<file path="src/bbs_pkg.sv">
package bbs_pkg;
   // APB byte address width; each register index sits at four times itself.
   localparam int ADDR_W = 18;
   localparam logic [15:0] IDX_TMR_A_LO = 16'h413C;
   localparam logic [15:0] IDX_TMR_A_HI = 16'h413D;
   localparam logic [15:0] IDX_TMR_B_LO = 16'h413E;
   localparam logic [15:0] IDX_TMR_B_HI = 16'h413F;
   localparam logic [15:0] IDX_CTRL = 16'h4140;
   localparam logic [15:0] IDX_DESC = 16'h4141;
   localparam logic [15:0] IDX_STAT = 16'h4142;
   // Reset values.
   localparam logic [7:0] RST_TMR_A_LO = 8'hD0;
   localparam logic [7:0] RST_TMR_A_HI = 8'h07;
   localparam logic [7:0] RST_TMR_B_LO = 8'hD0;
   localparam logic [7:0] RST_TMR_B_HI = 8'h07;
   localparam logic [7:0] RST_CTRL = 8'h14;
   localparam logic [1:0] RST_BM_CFG = 2'h0;
   localparam logic [7:0] RST_ALT_IDX = 8'h02;
   localparam logic [7:0] RST_URL_IDX = 8'h01;
   // Field positions.
   localparam int CTRL_EN_BIT = 0;
   localparam int CTRL_SEL_LSB = 1;
   localparam int CTRL_SEL_W = 5;
   localparam logic [7:0] CTRL_MASK = 8'h3F;
   localparam int DESC_BM_LSB = 0;
   localparam int DESC_ALT_LSB = 8;
   localparam int DESC_URL_LSB = 16;
   // Request pin selection.
   localparam int NUM_PINS = 17;
   localparam logic [4:0] SEL_RESERVED = 5'h09;
   // Timing: one timer count is 10 ms.
   localparam int TICK_MS = 10;
   localparam int CLK_MHZ = 125;
   localparam int TICK_CYC = TICK_MS * 1000 * CLK_MHZ;
   localparam int DETACH_MS = 10;
   localparam logic [7:0] DETACH_TICKS =
      8'((DETACH_MS + TICK_MS - 1) / TICK_MS);
   typedef enum logic [1:0] {
      ST_STD, ST_DET_BB, ST_BB, ST_DET_STD
   } bbs_state_t;
   typedef struct packed {
      logic [7:0] url_idx;
      logic [7:0] alt_idx;
      logic [1:0] bm_cfg;
   } bbs_desc_t;
endpackage : bbs_pkg

</file>
<file path="src/bbs_sequencer.sv">
// What this block does
// - Selected request low forces function detach.
// - Reconnect afterwards with Billboard class descriptors.
// - Address set while Billboard starts timer one.
// - Timer one defaults to twenty seconds.
// - Billboard only on failure; configured field 00b.
// - Alternate string request answered, starts timer two.
// - Timer two defaults to twenty seconds.
// - Either timer expiring forces function detach.
// - Then reconnect with standard descriptors.
// - Sixteen-bit timeouts in byte pairs, 10 ms counts.
// - Timer one byte pair resets to 2000.
// - String and URL descriptor indices are configurable.
// - Request input is active low from controller.
// - Support enable bit zero gates the start of an episode only.
//
// Local design decision: register access over APB.
`timescale 1ns/10ps
module bbs_sequencer #(
   parameter int unsigned TICK_CYCLES = bbs_pkg::TICK_CYC
) (
   // Clock, reset, enable.
   input wire logic pclk,
   input wire logic presetn,
   input wire logic ce,
   // APB slave.
   input wire logic psel,
   input wire logic penable,
   input wire logic pwrite,
   input wire logic [bbs_pkg::ADDR_W-1:0] paddr,
   input wire logic [31:0] pwdata,
   output logic [31:0] prdata,
   output logic pready,
   output logic pslverr,
   // Pins from the power-delivery controller.
   input wire logic [bbs_pkg::NUM_PINS-1:0] general_purpose_pin,
   // Events from the function core, same clock.
   input wire logic addr_set,
   input wire logic alt_str_req,
   // Control of the function core.
   output logic func_connect,
   output logic bb_mode,
   output logic alt_str_grant,
   output bbs_pkg::bbs_desc_t desc
);
   logic [7:0] tmr_a_lo_q, tmr_a_hi_q, tmr_b_lo_q, tmr_b_hi_q;
   logic [7:0] ctrl_q;
   bbs_pkg::bbs_desc_t desc_q;
   logic [31:0] prdata_q, rd_data;
   logic pready_q, pslverr_q, hit, wr_en;
   logic [bbs_pkg::NUM_PINS-1:0] pin_s1_q, pin_s2_q;
   logic [4:0] sel;
   logic en, req_low, served_q;
   bbs_pkg::bbs_state_t state_q, state_d;
   logic [20:0] pre_q;
   logic tick;
   logic [7:0] det_q;
   logic det_done;
   logic a_run_q, b_run_q;
   logic [15:0] a_cnt_q, b_cnt_q;
   logic exp_a, exp_b;
   logic connect_q, bb_q, grant_q;

   // Register decode; printed indices are scaled to word addresses.
   always_comb begin
      hit = 1'b1;
      rd_data = 32'h0;
      case (paddr)
         {bbs_pkg::IDX_TMR_A_LO, 2'b00}: rd_data[7:0] = tmr_a_lo_q;
         {bbs_pkg::IDX_TMR_A_HI, 2'b00}: rd_data[7:0] = tmr_a_hi_q;
         {bbs_pkg::IDX_TMR_B_LO, 2'b00}: rd_data[7:0] = tmr_b_lo_q;
         {bbs_pkg::IDX_TMR_B_HI, 2'b00}: rd_data[7:0] = tmr_b_hi_q;
         {bbs_pkg::IDX_CTRL, 2'b00}: rd_data[7:0] = ctrl_q;
         {bbs_pkg::IDX_DESC, 2'b00}: begin
            rd_data[bbs_pkg::DESC_BM_LSB +: 2] = desc_q.bm_cfg;
            rd_data[bbs_pkg::DESC_ALT_LSB +: 8] = desc_q.alt_idx;
            rd_data[bbs_pkg::DESC_URL_LSB +: 8] = desc_q.url_idx;
         end
         {bbs_pkg::IDX_STAT, 2'b00}:
            rd_data[5:0] = {served_q, b_run_q, a_run_q, req_low, state_q};
         default: hit = 1'b0;
      endcase
   end

   assign wr_en = ce && psel && penable && pwrite && pready_q;

   // Answer is ready in the first access cycle, so no wait states.
   always_ff @(posedge pclk or negedge presetn) begin
      if (!presetn) begin
         pready_q <= 1'b0;
         prdata_q <= 32'h0;
         pslverr_q <= 1'b0;
      end else if (ce) begin
         pready_q <= psel && !penable;
         prdata_q <= (psel && !penable && !pwrite) ? rd_data : 32'h0;
         pslverr_q <= psel && !penable && !hit;
      end
   end

   // Timeout byte pairs; writes only land on the completing edge.
   always_ff @(posedge pclk or negedge presetn) begin
      if (!presetn) begin
         tmr_a_lo_q <= bbs_pkg::RST_TMR_A_LO;
         tmr_a_hi_q <= bbs_pkg::RST_TMR_A_HI;
         tmr_b_lo_q <= bbs_pkg::RST_TMR_B_LO;
         tmr_b_hi_q <= bbs_pkg::RST_TMR_B_HI;
      end else if (wr_en) begin
         if (paddr == {bbs_pkg::IDX_TMR_A_LO, 2'b00})
            tmr_a_lo_q <= pwdata[7:0];
         if (paddr == {bbs_pkg::IDX_TMR_A_HI, 2'b00})
            tmr_a_hi_q <= pwdata[7:0];
         if (paddr == {bbs_pkg::IDX_TMR_B_LO, 2'b00})
            tmr_b_lo_q <= pwdata[7:0];
         if (paddr == {bbs_pkg::IDX_TMR_B_HI, 2'b00})
            tmr_b_hi_q <= pwdata[7:0];
      end
   end

   // Control and descriptor configuration.
   always_ff @(posedge pclk or negedge presetn) begin
      if (!presetn) begin
         ctrl_q <= bbs_pkg::RST_CTRL;
         desc_q.bm_cfg <= bbs_pkg::RST_BM_CFG;
         desc_q.alt_idx <= bbs_pkg::RST_ALT_IDX;
         desc_q.url_idx <= bbs_pkg::RST_URL_IDX;
      end else if (wr_en) begin
         if (paddr == {bbs_pkg::IDX_CTRL, 2'b00})
            ctrl_q <= pwdata[7:0] & bbs_pkg::CTRL_MASK;
         if (paddr == {bbs_pkg::IDX_DESC, 2'b00}) begin
            desc_q.bm_cfg <= pwdata[bbs_pkg::DESC_BM_LSB +: 2];
            desc_q.alt_idx <= pwdata[bbs_pkg::DESC_ALT_LSB +: 8];
            desc_q.url_idx <= pwdata[bbs_pkg::DESC_URL_LSB +: 8];
         end
      end
   end

   // Pins come from another chip, so two flops before any use.
   always_ff @(posedge pclk or negedge presetn) begin
      if (!presetn) begin
         pin_s1_q <= '1;
         pin_s2_q <= '1;
      end else if (ce) begin
         pin_s1_q <= general_purpose_pin;
         pin_s2_q <= pin_s1_q;
      end
   end

   // A reserved or out-of-range selection never requests.
   assign en = ctrl_q[bbs_pkg::CTRL_EN_BIT];
   assign sel = ctrl_q[bbs_pkg::CTRL_SEL_LSB +: bbs_pkg::CTRL_SEL_W];
   assign req_low = (sel != bbs_pkg::SEL_RESERVED)
      && (32'(sel) < bbs_pkg::NUM_PINS)
      && !pin_s2_q[sel];

   // Free-running 10 ms prescaler; a timer may lose up to one tick.
   assign tick = (pre_q == 21'(TICK_CYCLES - 1));
   always_ff @(posedge pclk or negedge presetn) begin
      if (!presetn)
         pre_q <= 21'h0;
      else if (ce)
         pre_q <= tick ? 21'h0 : pre_q + 21'h1;
   end

   // Detach hold: the function stays off the port until the next tick, up to one tick.
   assign det_done = tick && (det_q == bbs_pkg::DETACH_TICKS - 8'h01);
   always_ff @(posedge pclk or negedge presetn) begin
      if (!presetn)
         det_q <= 8'h0;
      else if (ce) begin
         if (state_q != state_d)
            det_q <= 8'h0;
         else if (tick)
            det_q <= det_q + 8'h01;
      end
   end

   // Expiry once the count reaches the programmed limit.
   assign exp_a = a_run_q && tick
      && ({1'b0, a_cnt_q} + 17'h1 >= {1'b0, tmr_a_hi_q, tmr_a_lo_q});
   assign exp_b = b_run_q && tick
      && ({1'b0, b_cnt_q} + 17'h1 >= {1'b0, tmr_b_hi_q, tmr_b_lo_q});

   // Sequencer.
   always_comb begin
      state_d = state_q;
      case (state_q)
         bbs_pkg::ST_STD:
            if (en && req_low && !served_q)
               state_d = bbs_pkg::ST_DET_BB;
         bbs_pkg::ST_DET_BB:
            if (det_done)
               state_d = bbs_pkg::ST_BB;
         bbs_pkg::ST_BB:
            if (exp_a || exp_b)
               state_d = bbs_pkg::ST_DET_STD;
         bbs_pkg::ST_DET_STD:
            if (det_done)
               state_d = bbs_pkg::ST_STD;
         default: state_d = bbs_pkg::ST_STD;
      endcase
   end

   always_ff @(posedge pclk or negedge presetn) begin
      if (!presetn)
         state_q <= bbs_pkg::ST_STD;
      else if (ce)
         state_q <= state_d;
   end

   // A held request must go high again before a second episode.
   always_ff @(posedge pclk or negedge presetn) begin
      if (!presetn)
         served_q <= 1'b0;
      else if (ce) begin
         if (state_q == bbs_pkg::ST_DET_STD && det_done)
            served_q <= 1'b1;
         else if (!req_low)
            served_q <= 1'b0;
      end
   end

   // Timer one runs from the address assignment.
   always_ff @(posedge pclk or negedge presetn) begin
      if (!presetn) begin
         a_run_q <= 1'b0;
         a_cnt_q <= 16'h0;
      end else if (ce) begin
         if (state_q != bbs_pkg::ST_BB) begin
            a_run_q <= 1'b0;
            a_cnt_q <= 16'h0;
         end else if (addr_set && !a_run_q) begin
            a_run_q <= 1'b1;
            a_cnt_q <= 16'h0;
         end else if (a_run_q && tick)
            a_cnt_q <= a_cnt_q + 16'h1;
      end
   end

   // Timer two runs from the alternate string request.
   always_ff @(posedge pclk or negedge presetn) begin
      if (!presetn) begin
         b_run_q <= 1'b0;
         b_cnt_q <= 16'h0;
      end else if (ce) begin
         if (state_q != bbs_pkg::ST_BB) begin
            b_run_q <= 1'b0;
            b_cnt_q <= 16'h0;
         end else if (alt_str_req && !b_run_q) begin
            b_run_q <= 1'b1;
            b_cnt_q <= 16'h0;
         end else if (b_run_q && tick)
            b_cnt_q <= b_cnt_q + 16'h1;
      end
   end

   // Outputs to the function core, all registered.
   always_ff @(posedge pclk or negedge presetn) begin
      if (!presetn) begin
         connect_q <= 1'b1;
         bb_q <= 1'b0;
         grant_q <= 1'b0;
      end else if (ce) begin
         connect_q <= state_d == bbs_pkg::ST_STD
            || state_d == bbs_pkg::ST_BB;
         bb_q <= state_d == bbs_pkg::ST_BB;
         grant_q <= alt_str_req && state_q == bbs_pkg::ST_BB;
      end
   end

   assign prdata = prdata_q;
   assign pready = pready_q;
   assign pslverr = pslverr_q;
   assign func_connect = connect_q;
   assign bb_mode = bb_q;
   assign alt_str_grant = grant_q;
   assign desc = desc_q;

   // Checks.
   a_req_detach: assert property (@(posedge pclk)
      disable iff (!presetn)
      ce && state_q == bbs_pkg::ST_STD && en && req_low && !served_q
      |=> !func_connect)
      else $error("Request did not force detach.");
   a_bb_reconnect: assert property (@(posedge pclk)
      disable iff (!presetn)
      ce && state_q == bbs_pkg::ST_DET_BB && det_done
      |=> func_connect && bb_mode)
      else $error("No Billboard reconnect.");
   a_timer_one_start: assert property (@(posedge pclk)
      disable iff (!presetn)
      ce && state_q == bbs_pkg::ST_BB && addr_set && !a_run_q
      |=> a_run_q && a_cnt_q == 16'h0)
      else $error("Timer one did not start.");
   a_alt_grant: assert property (@(posedge pclk)
      disable iff (!presetn)
      ce && state_q == bbs_pkg::ST_BB && alt_str_req && !b_run_q
      |=> alt_str_grant && b_run_q)
      else $error("String request not served.");
   a_expire_detach: assert property (@(posedge pclk)
      disable iff (!presetn)
      ce && state_q == bbs_pkg::ST_BB && (exp_a || exp_b)
      |=> !func_connect && !bb_mode)
      else $error("Expiry did not detach.");
   a_std_reconnect: assert property (@(posedge pclk)
      disable iff (!presetn)
      ce && state_q == bbs_pkg::ST_DET_STD && det_done
      |=> func_connect && !bb_mode)
      else $error("No standard reconnect.");
   a_disable_ignore: assert property (@(posedge pclk)
      disable iff (!presetn)
      state_q == bbs_pkg::ST_STD && !en |=> state_q == bbs_pkg::ST_STD)
      else $error("Disabled block left standard state.");
   a_timers_clear: assert property (@(posedge pclk)
      disable iff (!presetn)
      ce && state_q == bbs_pkg::ST_DET_STD
      |=> !a_run_q && !b_run_q && a_cnt_q == 16'h0 && b_cnt_q == 16'h0)
      else $error("Timers not cleared on detach.");
endmodule : bbs_sequencer

</file>
<file path="config.mk">
export PLATFORM = sky130hd
export DESIGN_NAME = bbs_sequencer
export DESIGN_NICKNAME = d
export VERILOG_FILES = /design/src/bbs_pkg.sv /design/src/bbs_sequencer.sv
export SDC_FILE = /design/constraint.sdc
export NUM_CORES = 1
export LEC_CHECK = 0
export BUFFER_PORTS_ARGS = -buffer_cell sky130_fd_sc_hd__buf_2
export CORE_ASPECT_RATIO = 1.75
export CORE_UTILIZATION = 40
export DETAILED_ROUTE_END_ITERATION = 7
export RECOVER_POWER = 25
export SYNTH_ARGS = -nofsm -noshare
export SYNTH_HDL_FRONTEND = slang
export SYNTH_SLANG_ARGS = --single-unit
</file>
<file path="constraint.sdc">
create_clock -name pclk -period 3.6 [get_ports pclk]
set_input_delay 0.36 -clock pclk [delete_from_list [all_inputs] [get_ports pclk]]
set_output_delay 0.36 -clock pclk [all_outputs]
set_load 0.01 [all_outputs]
</file>
=== Word-level counts from Yosys, hierarchy flattened ===
Cells that the tools add are included.

* Register bits: 193
* Input port bits: 75
* Logic and storage cells: 128

* $add $sub $neg: 6
* Magnitude comparators: 4
* Equal/unequal tests: 16
* Muxes and demuxes: 28
* Reduce and logical (&&, ||, !) cells: 50

{| class="wikitable"
|+ Operators by type and width
! operator !! number
|-
| $eq A18 B17 Y1 const B || 7
|-
| $mux W16 || 7
|-
| $add A16 B1 Y17 const B || 2
|-
| $ge A17 B16 Y1 || 2
|-
| $add A16 B1 Y16 const B || 2
|-
| $mux W24 || 1
|-
| $pmux W4 S6 || 1
|-
| $reduce_and A2 Y1 || 12
|-
| $add A21 B1 Y21 const B || 1
|-
| $eq A21 B21 Y1 const B || 1
|-
| $mux W21 || 1
|-
| $logic_and A1 B1 Y1 || 20
|-
| $mux W8 || 2
|-
| $pmux W2 S4 || 2
|-
| $pmux W2 S7 || 1
|-
| $add A8 B1 Y8 const B || 1
|-
| $logic_not A8 Y1 || 1
|-
| $mux W1 || 8
|-
| $mux W2 || 4
|-
| $logic_not A1 Y1 || 7
|-
| $reduce_or A7 Y1 || 1
|-
| $eq A2 B2 Y1 const B || 3
|-
| $lt A5 B6 Y1 const B || 1
|-
| $reduce_bool A2 Y1 || 3
|-
| 10 further kinds || 13
|}

=== Depth between registers and ports, before layout ===
Gate-level depths: netlist of the first run.

* Depth after elaboration: 11
* Depth in mapped cells: 16
* Mapped depth without buffers: 14

=== Worst setup path before layout of the first run ===
OpenSTA, ideal clock, no wires.

* Path type: reg-to-reg
* From: register b_cnt_q[2]
* To: register det_q[1]
* Library setup time: 0.122 ns
* Arrival: 3.168 ns
* Required time: 3.478 ns
* Slack: 0.310 ns
* Cell stages (with the launch flop): 14
* Clock period less this slack: 3.290 ns
* Cells stage by stage: dfrtp_1 > and3_1 > and3_1 > buf_2 > nand3_1 > nor4_1 > xor2_1 > ha_1 > nand4_1 > or4_1 > o221ai_1 > o211ai_1 > buf_2 > a32o_1

* Word-level cells in the longest chain between the ends: 9
* Elaborated cells between the ends (all ways): 10

{| class="wikitable"
|+ RTL lines
! what !! RTL line !! source
|-
| start: declaration || bbs_sequencer.sv:60 || <nowiki>logic [15:0] a_cnt_q, b_cnt_q;</nowiki>
|-
| start signal: assignment || bbs_sequencer.sv:252 || <nowiki>b_cnt_q <= b_cnt_q + 16'h1;</nowiki>
|-
| $add A16 B1 Y17 (*) || bbs_sequencer.sv:181 || <nowiki>&& ({1'b0, b_cnt_q} + 17'h1 >= {1'b0, tmr_b_hi_q, tmr_b_lo_q});</nowiki>
|-
| $ge A17 B16 Y1 (*) || bbs_sequencer.sv:181 ||
|-
| $logic_and A1 B1 Y1 (*) || bbs_sequencer.sv:181 ||
|-
| $logic_or A1 B1 Y1 (*) || bbs_sequencer.sv:194 || <nowiki>if (exp_a || exp_b)</nowiki>
|-
| $mux W2 (*) || bbs_sequencer.sv:194 ||
|-
| $pmux W2 S4 (*) || bbs_sequencer.sv:186 || <nowiki>case (state_q)</nowiki>
|-
| $ne A2 B2 Y1 (*) || bbs_sequencer.sv:170 || <nowiki>if (state_q != state_d)</nowiki>
|-
| $reduce_bool A2 Y1 (no line) || -- ||
|-
| $reduce_and A2 Y1 (no line) || -- ||
|-
| end signal: assignment || bbs_sequencer.sv:173 || <nowiki>det_q <= det_q + 8'h01;</nowiki>
|-
| end: declaration || bbs_sequencer.sv:57 || <nowiki>logic [7:0] det_q;</nowiki>
|}

Mark *: on every way between the ends. The rest lies on a longest branch, timed or not.
A chain may end at the register's enable or synchronous reset.

=== Worst setup path after layout of the first run ===
* From: register b_cnt_q[3]
* To: register det_q[2]

The elaborated chain is that of the path after synthesis.

==> metrics.md, run 1 <==
| Metric | Value |
|---|---|
| Worst r2r path cells | `15` |
| Average footprint of a synthesized cell | `10.73 µm²` |
| 1st-iter DRT viols | `257` |
| Final HPWL DP | `17060 µm` |
| Failing checks | `capacitance limit, slew limit` |
| Core ar. | `0.02333 mm²` |
| Leak pwr | `5.252 nW` |
| Placed cells | `1298` |
| Post-synthesis adder-cell area fraction | `4.881%` |
| Reg-to-reg endpoint | `det_q[2]` |
| EDFF count, synth | `0` |
| First-pass GRT wire length | `36630 µm` |
| Clock tree sinks | `183` |
| I/O Buffers | `112` |
| Area Overhead vs Synth | `17.24%` |
| Min-Delay Path Depth | `2` |
| Peak Freq | `0.2946 GHz` |
| Switch share | `24.01%` |
| Crit path to | `det_q[2]` |
| Crit path max fanout | `11` |
| Cells after synthesis | `884` |
| Synth Flop Type | `dfrtp_1` |
| Top-Level Pins | `130` |
| Layout Cells excl Fill | `1332` |
| CP arrival | `3730 ps` |
| Count of different cell masters after synthesis | `64` |
| Post-synthesis cell area | `0.009484 mm²` |
| P_int | `3.400 mW` |
| Worst-Skew Late Latency | `450 ps` |
| Synth top area cells | `dfrtp_1 35%, dfstp_2 14%, mux2_2 8.9%` |
| Simple-gate share of the synthesized area | `14.41%` |
| Row count | `74` |
| Max-Slew Margin vs Limit | `-54.74%` |
| CP Class | `register to register` |
| Vias in the first global route | `6988` |
| Psw | `1.074 mW` |
| MaxCap Viol Count | `1` |
| Largest net degree at the start of global routing | `97` |
| Clk slew on worst S/H paths | `70 ps` |
| Die area | `0.02435 mm²` |
| Xor/xnor share of the synthesized area | `4.248%` |
| Clock network fraction of total power | `44.0%` |
| Startpoint types | `register` |
| Synth top area share | `35.36%` |
| Nets@finish | `1126` |
| CTS tree | `yes` |
| Setup TNS | `0 ps` |
| Worst Path Required | `3930 ps` |
| Complex-gate fraction of the synthesized area | `10.05%` |
| Setup Viol. Count Final | `0` |
| Post-synthesis sequential area ratio | `48.93%` |
| Placed Area | `0.01048 mm²` |
| Vias per inst | `5.264` |
| Final hold viol count | `0` |
| Status | `finished, violations left` |
| Largest family of logic cells by synthesized area | `simple AND/OR/NAND/NOR gates` |
| Multiplexer share of the synthesized area | `12.55%` |
| Clock root buffer | `clkbuf_16` |
| RD Place Congestion | `0.8412` |
| Power Density | `402.3 mW/mm²` |
| CTS Buf Count | `17` |
| Die height | `205.7 µm` |
| H-tree depth | `4` |
| Drt wl/cell | `17.04 µm` |
| Initial antenna violation count | `1` |
| Hold Buf Count CTS | `0` |
| Peak supply drop | `0.0002788 V` |
| Ys Warns | `0` |
| Total GRT Usage | `19.64%` |
| FF-to-FF setup slack | `210 ps` |
| Gr ovfl total | `0` |
| Tcrit/Tclk final | `94.28%` |
| Synth area leader | `dfrtp_1` |
| Critical R2R Launch | `b_cnt_q[3]` |
| Max clock buf depth | `2` |
| Async set-reset flop share out of synthesis | `100.0%` |
| Worst min-delay path class | `input pin to register` |
| Via Count | `7011` |
| Layout cells sized above 1 | `31.74%` |
| #FFs+latches synth | `183` |
| Slew Viols, Final | `97` |
| Critical path capture point type | `register` |
| Skew final | `12.04 ps` |
| Final min period | `3394 ps` |
| Sequential power share | `49.8%` |
| DRC viols | `0` |
| Critical path origin | `b_cnt_q[3]` |
| Final instance area | `0.01112 mm²` |
| Logic pwr share | `6.1%` |
| Antenna Nets Post-Route | `0` |
| Initial Util | `40.65%` |
| Die Width | `118.4 µm` |
| Drt pass-1 iters | `6` |
| Worst-Margin Slew | `2321 ps` |
| Final WL | `22700 µm` |
## per-layer routing
layer | share of wire (%) | wire length (µm) | global-route usage [%] | vias up
met4 | 3.8 | 868 | 11.17 | 0
met3 | 4.2 | 959 | 4.130 | 41
met2 | 52 | 11760 | 34.66 | 160
li1 | - | - | - | 3387
met1 | 40 | 9116 | 21.91 | 3423
met5 | 0 | 0 | 0 | -
## final cells by class
class	count	area, µm²
clock buffers	17	425.4
flip-flops and latches	183	4641
repair buffers	145	804.5
well taps	304	380.4
multi-input cells	602	4434
clock inverters	15	187.7
inverters	65	244.0
fillers	2210	12210
diodes	1	2.502
## per-stage QoR
stage	util, %	total power [mW]	hold WS, ps	setup slack (ps)
3_5_place_dp	44.91	2.547	479.9	112.2
3_3_place_gp	44.91	2.540	474.4	160.5
2_1_floorplan	-	2.403	64.41	310.3
6_report	47.66	4.474	138.5	206.0
4_1_cts	47.53	4.540	19.19	105.4
5_1_grt	47.65	4.659	110.2	-25.33
## power groups by stage
stage          Clock, mW  Combinational (mW)  Sequential [mW]
5_1_grt             2.11               0.306             2.24
3_5_place_dp           0               0.281             2.27
2_1_floorplan          0               0.159             2.24
3_3_place_gp           0               0.277             2.26
4_1_cts             2.03               0.283             2.23
6_report            1.97               0.275             2.23
## Yosys cell counts, types with 23 or more instances
cell type,instances
dfrtp_1,134
nand2_1,84
mux2_2,75
o21ai_0,69
inv_1,65
dfstp_2,49
nor2_1,41
ha_1,37
nand3_1,34
xnor2_1,27
nand4_1,24
a21oi_1,23
## cells in the final DEF, fill, tap and decap left out, types with 7 or more instances in the layout
master     count
a21oi_1       23
a22o_1        20
and3_1        18
buf_2        111
buf_4         32
clkbuf_16     17
conb_1         8
dfrtp_1      134
dfstp_2       49
ha_1          37
inv_1         65
mux2_2        75
mux2i_1        9
mux4_2         9
nand2_1       84
nand3_1       33
nand4_1       24
nor2_1        40
nor2b_1        9
o21ai_0       69
o22ai_1       10
o31ai_1        7
xnor2_1       26
xor2_1        19
## logic make-up (layout without fill, tap and decap cells)
family	Yosys count	after routing
AOI/OAI and AO/OA	156	156
xor gates and xnor gates	46	46
adders and majority gates	37	37
buffers and inverters	106	242
DFF	183	183
muxes	95	95
other	1	9
and+or+nand+nor	260	260
## worst min path at each step
stage,from,to,slack [ps]
finish,pwdata[13],desc[7],140
global route,pwdata[13],desc[7],110
CTS,presetn,desc[5],20
detailed placement,pre_q[10],pre_q[10],480
global placement,pre_q[10],pre_q[10],470
floorplan,presetn,a_cnt_q[0],60
## sequential cells by signal (all words and copies together) (netlist names), 8 cells and up
register    count
a_cnt_q        16
b_cnt_q        16
desc           18
det_q           8
pin_s1_q       16
pin_s2_q       16
prdata         24
pre_q          21
tmr_a_hi_q      8
tmr_a_lo_q      8
tmr_b_hi_q      8
tmr_b_lo_q      8
## critical path, stage by stage (launching register included)
cell	delay, ps
dfrtp_1	340
and3_1	200
and3_1	240
nand3_2	150
nor2_2	170
nand3_1	100
xnor2_1	160
ha_1	290
nand4_1	130
or4_1	570
o221ai_1	190
buf_4	180
o211ai_1	80
buf_4	210
a31oi_1	160
mux2i_1	90
## repair_timing
item	4_1_cts	5_1_grt
endpoints found under the setup margin	0	8
setup buffers	0	1
resized for setup	0	7
Note: power is estimated with default switching activity, not from simulation.
==> inputs of run 2 (changes only) <==
Settings changed: CORE_UTILIZATION 40 to 35, TNS_END_PERCENT from default to 10.
==> metrics.md, run 2 (synthesis results as in run 1) <==
| Metric | Value |
|---|---|
| Failing checks | `capacitance limit, slew limit` |
| Core ar. | `0.02659 mm² (+14%)` |
| Leak pwr | `5.253 nW (about the same)` |
| H-tree depth | `4 (unchanged)` |
| Final instance area | `0.01121 mm² (+0.82%)` |
| Critical path capture point type | `register` |
| Setup Viol. Count Final | `0 (unchanged)` |
| Most frequent cells in the layout | `132 x dfrtp_1, 111 x buf_2, 84 x nand2_1` |
| Fill count | `2533 (+15%)` |
| Max clock buf depth | `2 (unchanged)` |
| Vias per inst | `5.225 (-0.73%)` |
| Clk slew on worst S/H paths | `70 ps (about the same)` |
| Worst-Skew Late Latency | `460 ps (about the same)` |
| Antenna cell count | `0 (-1)` |
| Slew Viols, Final | `113 (+16%)` |
| Initial Util | `35.67% (-5.0 points)` |
| Initial antenna violation count | `1 (unchanged)` |
| Final WL | `23450 µm (+3.3%)` |
| Post-layout worst setup margin | `167.1 ps (-38.97 ps)` |
| Crit path max fanout | `6 (-5)` |
| Die area | `0.02779 mm² (+14%)` |
| I/O Buffers | `112 (unchanged)` |
| CTS tree | `yes` |
| Via Count | `7064 (+0.76%)` |
| Drt wl/cell | `17.34 µm (+1.8%)` |
| Clock tree sinks | `183 (unchanged)` |
| Layout Cells excl Fill | `1352 (+1.5%)` |
| First-pass GRT wire length | `37290 µm (+1.8%)` |
| CP arrival | `3770 ps (+40 ps)` |
| Die Width | `126.4 µm (+6.8%)` |
| Row count | `79 (+6.8%)` |
| Hold WS | `137.3 ps (-1.170 ps)` |
| Status | `finished, violations left` |
| Total GRT Usage | `17.65% (-2.0 points)` |
| Clock root buffer | `clkbuf_16` |
| Worst Path Required | `3940 ps (about the same)` |
| Worst min-delay path class | `input pin to register` |
| Tcrit/Tclk final | `95.36% (+1.1 points)` |
| Die height | `219.8 µm (+6.8%)` |
| Vias in the first global route | `7146 (+2.3%)` |
| Antenna Nets Post-Route | `0 (unchanged)` |
| Peak Freq | `0.2913 GHz (-1.1%)` |
| Power, Total | `4.498 mW (+0.54%)` |
| Startpoint types | `register` |
| Worst-Margin Slew | `1932 ps (-389.0 ps)` |
| 1st-iter DRT viols | `324 (+26%)` |
| Top-Level Pins | `130 (unchanged)` |
| Gr ovfl total | `0 (unchanged)` |
| Final hold viol count | `0 (unchanged)` |
| RSZ-0062 raised after global routing | `true` |
| RD Place Congestion | `0.8379 (-0.39%)` |
| CP Class | `register to register` |
| Final min period | `3433 ps (+38.97 ps)` |
| DRC viols | `0 (unchanged)` |
| Peak supply drop | `0.0003260 V (+17%)` |
| Most common cell after layout, fill and taps aside | `dfrtp_1` |
| Skew final | `12.48 ps (+0.4382 ps)` |
| Nets@finish | `1127 (+0.089%)` |
| Largest net degree at the start of global routing | `78 (-20%)` |
| Placed Area | `0.01049 mm² (about the same)` |
| Dpl ws | `118.9 ps (+6.718 ps)` |
| CTS Buf Count | `17 (unchanged)` |
| Power Density | `401.2 mW/mm² (-0.28%)` |
| Placed cells | `1314 (+1.2%)` |
| Final HPWL DP | `17370 µm (+1.8%)` |
| Max-Slew Margin vs Limit | `-28.80% (+26 points)` |
| Drt pass-1 iters | `4 (-2)` |
| Max reg flops | `24 (unchanged)` |
| Layout cells sized above 1 | `32.20% (+0.46 points)` |
| MaxCap Viol Count | `2 (+1)` |
| Area Overhead vs Synth | `18.21%` |
-- run 2: changes by cell type in the layout (fill, tap and decap cells not counted), sizes merged --
cell | previous run | this run
diode | 1 | 0
clkinv | 2 | 4
clkinvlp | 3 | 0
clkbuf | 19 | 21
dlygate4sd3 | 0 | 1
inv | 72 | 71
-- run 2: final timing paths --
| path | startpoint | endpoint | slack [ps] | cells past startpoint |
|---|---|---|---|---|
| min | general_purpose_pin[14] | pin_s1_q[14] | 140 | 2 |
| max reg2reg | b_cnt_q[3] | det_q[2] | 170 | 15 |
| min in group asynchronous | presetn | pre_q[1] | 980 | 2 |
| max | b_cnt_q[3] | det_q[2] | 170 | 15 |
| min reg2reg | func_connect | func_connect | 490 | 2 |
| max in group asynchronous | presetn | tmr_b_lo_q[6] | 1160 | 3 |
-- run 2: area by class of cell --
type,instances,area [µm²],area share [%]
Clock buffer,19,432.9,3.862
Clock inverter,13,186.4,1.663
Inverter,65,244.0,2.176
Multi-Input combinational cell,602,4472,39.89
Sequential cell,183,4643,41.42
Tap cell,324,405.4,3.616
Timing Repair Buffer,146,827.0,7.377
-- run 2: timing repair --
action | CTS | global route
hold buffers | 1 | 0
hold endpoints to repair | 37 | 0
endpoints found under the setup margin | 0 | 9
setup buffers | 0 | 4
resized for setup | 0 | 18
-- run 2: metrics by stage --
step / TNS, ps / utilization (%)
final: 0 / 42.16
after global routing: -312.2 / 42.16
after CTS: 0 / 41.81
after detailed placement: 0 / 39.44
after global placement: 0 / 39.44
after floorplan: 0 / -
-- run 2: power by group --
group          internal [mW]  switching, mW  total, mW
sequential              2.17         0.0590       2.22
clock                   1.12          0.878       2.00
combinational          0.128          0.150      0.278
total                   3.41           1.09       4.50
-- run 2: worst max-delay path: stages (launching register included) --
cell,delay [ps]
dfrtp_1,350
and3_1,190
and3_1,250
nand3_4,140
nor2_4,160
nand3_1,100
xnor2_1,170
ha_1,290
nand4_1,150
or4_1,550
o221ai_1,180
buf_4,170
o211ai_1,140
buf_4,220
a31oi_1,170
mux2i_1,100
-- run 2: routing by layer --
layer	GRT usage (%)	wire (µm)	part of all wire [%]
met5	0	15	0.064
met4	9.317	857	3.7
met3	3.787	1072	4.6
met2	32.41	12370	53
met1	18.78	9136	39
==> inputs of run 3 (changes only) <==
Settings changed: CORE_MARGIN from default to 4.
==> metrics.md, run 3 (synthesis results as in run 1) <==
| Metric | Value |
|---|---|
| Area Overhead vs Synth | `17.73%` |
| Row count | `79 (unchanged)` |
| Placed cells | `1317 (+0.23%)` |
| Startpoint types | `register` |
| Logic pwr share | `6.4% (+0.2 points)` |
| Status | `finished, violations left` |
| Total GRT Usage | `16.11% (-1.5 points)` |
| Nets@finish | `1126 (-0.089%)` |
| Initial antenna violation count | `2 (+1)` |
| CP arrival | `3830 ps (+60 ps)` |
| I/O Buffers | `112 (unchanged)` |
| Power, Total | `4.395 mW (-2.3%)` |
| Setup Viol. Count Final | `0 (unchanged)` |
| CP Class | `register to register` |
| CTS Buf Count | `17 (unchanged)` |
| Clock root buffer | `clkbuf_16` |
| Worst-Skew Late Latency | `450 ps (about the same)` |
| Crit-path slowest cell | `dfrtp_1` |
| Initial Util | `35.54% (-0.13 points)` |
| Power Density | `393.6 mW/mm² (-1.9%)` |
| First-pass GRT wire length | `38030 µm (+2.0%)` |
| Peak Freq | `0.2889 GHz (-0.83%)` |
| Die Width | `132.4 µm (+4.7%)` |
| Via Count | `7003 (-0.86%)` |
| Layout Cells excl Fill | `1352 (unchanged)` |
| Drt pass-1 iters | `4 (unchanged)` |
| DRC viols | `0 (unchanged)` |
| Psw | `1.085 mW (-0.21%)` |
| Critical path capture point type | `register` |
| Die area | `0.02990 mm² (+7.6%)` |
| Post-layout util | `41.84% (-0.32 points)` |
| Gr ovfl total | `0 (unchanged)` |
| Peak supply drop | `0.0003563 V (+9.3%)` |
| CTS tree | `yes` |
| Vias in the first global route | `7147 (+0.014%)` |
| Drt wl/cell | `17.45 µm (+0.60%)` |
| Max-Slew Margin vs Limit | `-63.94% (-35 points)` |
| 1st-iter DRT viols | `348 (+7.4%)` |
| Post-layout worst setup margin | `138.4 ps (-28.71 ps)` |
| Min-Delay Path Depth | `2 (unchanged)` |
| Antenna Nets Post-Route | `0 (unchanged)` |
| Max reg flops | `24 (unchanged)` |
| Worst path max stage delay | `440 ps (-110 ps)` |
| Crit path max fanout | `11 (+5)` |
| Leak pwr | `5.233 nW (-0.40%)` |
| Max clock buf depth | `2 (unchanged)` |
| CP cell instances | `and3_1, and4_1, and4_1, and3_1, xor2_1, ha_1, nor2b_1, o31ai_1, nand4_1, o211ai_1, buf_4, nand2_1, o211ai_1` |
| Worst min-delay path class | `input pin to register` |
| RSZ-0062 raised after global routing | `true` |
| Most frequent cells in the layout | `133 x dfrtp_1, 110 x buf_2, 84 x nand2_1` |
| Worst r2r path cells | `13 (-2)` |
| Failing checks | `capacitance limit, slew limit` |
| P_int | `3.310 mW (-3.0%)` |
| MaxCap Viol Count | `1 (-1)` |
| Switch share | `24.68% (+0.51 points)` |
| Slew Viols, Final | `47 (-58%)` |
| Worst-Margin Slew | `2459 ps (+527.1 ps)` |
| Clk slew on worst S/H paths | `70 ps (about the same)` |
| Largest net degree at the start of global routing | `67 (-14%)` |
| Layout cells sized above 1 | `31.74% (-0.46 points)` |
| Most common cell after layout, fill and taps aside | `dfrtp_1` |
| Top-Level Pins | `130 (unchanged)` |
| Final HPWL DP | `17610 µm (+1.4%)` |
| H-tree depth | `4 (unchanged)` |
| Worst Path Required | `3970 ps (+30 ps)` |
| Final hold viol count | `0 (unchanged)` |
| Final min period | `3462 ps (+28.71 ps)` |
| Sequential power share | `50.6% (+1.1 points)` |
| Final WL | `23590 µm (+0.60%)` |
| Clock network fraction of total power | `42.9% (-1.5 points)` |
| Dpl ws | `-6.511 ps (-125.5 ps)` |
| Clock tree sinks | `183 (unchanged)` |
| Die height | `225.8 µm (+2.7%)` |
| RD Place Congestion | `0.8643 (+3.2%)` |
| Skew final | `10.29 ps (-2.188 ps)` |
| Vias per inst | `5.180 (-0.86%)` |
| Core ar. | `0.02669 mm² (+0.37%)` |
| Tcrit/Tclk final | `96.16% (+0.80 points)` |
[run 3: cell types whose count changed in the layout (fill, tap and decap cells not counted), sizes merged]
cell	delta
bufinv	-2
clkinvlp	+3
inv	-1
clkinv	-1
diode	+1
clkdlybuf4s25	+1
buf	-1
[run 3: timing repair]
item,4_1_cts,5_1_grt
resized for setup,1,9
hold buffers,1,0
pin swaps,0,2
endpoints found under the hold margin,39,0
endpoints found under the setup margin,5,11
cloned,0,0
buffers inserted,0,1
[run 3: final cells by class]
type                       count  area, µm²
clock buffer                  20      456.7
sequential                   183       4642
clock inverter                12      137.6
inverter                      65      244.0
fill                        2591      15520
antenna                        1      2.502
tap                          324      405.4
timing repair buffer         145      827.0
multi-input combinational    602       4451
[run 3: worst max-delay path: cells and delay by family (launching register included)]
kind	cells	cell delay, ps
AND/OR/NAND/NOR	7	1470
adder cells (fa/ha/maj)	1	300
AO/OA/AOI/OAI	3	750
flip-flops	1	440
XOR/XNOR	1	220
buffers and inverters	1	210
[run 3: per-layer routing]
layer	global-route usage [%]	wire [µm]	vias up
li1	-	-	3384
met1	18.01	9421	3405
met2	28.54	12140	166
met3	3.567	1040	46
met4	8.557	982	2
met5	0	7	-
[run 3: final timing paths]
path / start / end / slack (ps)
worst min register to register: func_connect / func_connect / 490
worst max register to register: a_cnt_q[6] / det_q[5] / 140
min in group asynchronous: presetn / b_cnt_q[15] / 1400
worst max-delay path: a_cnt_q[6] / det_q[5] / 140
max in group asynchronous: presetn / pre_q[9] / 550
worst min-delay path: pwdata[14] / desc[8] / 140
[run 3: per-stage QoR]
step	cell area (µm²)	hold slack, ps	TNS, ps
3_5_place_dp	10510	341.6	-6.511
6_report	11170	137.5	0
2_1_floorplan	9510	64.41	0
3_3_place_gp	10510	336.4	0
5_1_grt	11160	120.5	-24.45
4_1_cts	11120	113.5	0
[run 3: power by group through the flow]
stage | sequential [mW] | clock, mW | combinational [mW]
global placement | 2.26 | 0 | 0.279
finish | 2.23 | 1.89 | 0.282
floorplan | 2.24 | 0 | 0.159
CTS | 2.23 | 1.95 | 0.287
global route | 2.24 | 2.04 | 0.317
detailed placement | 2.26 | 0 | 0.285
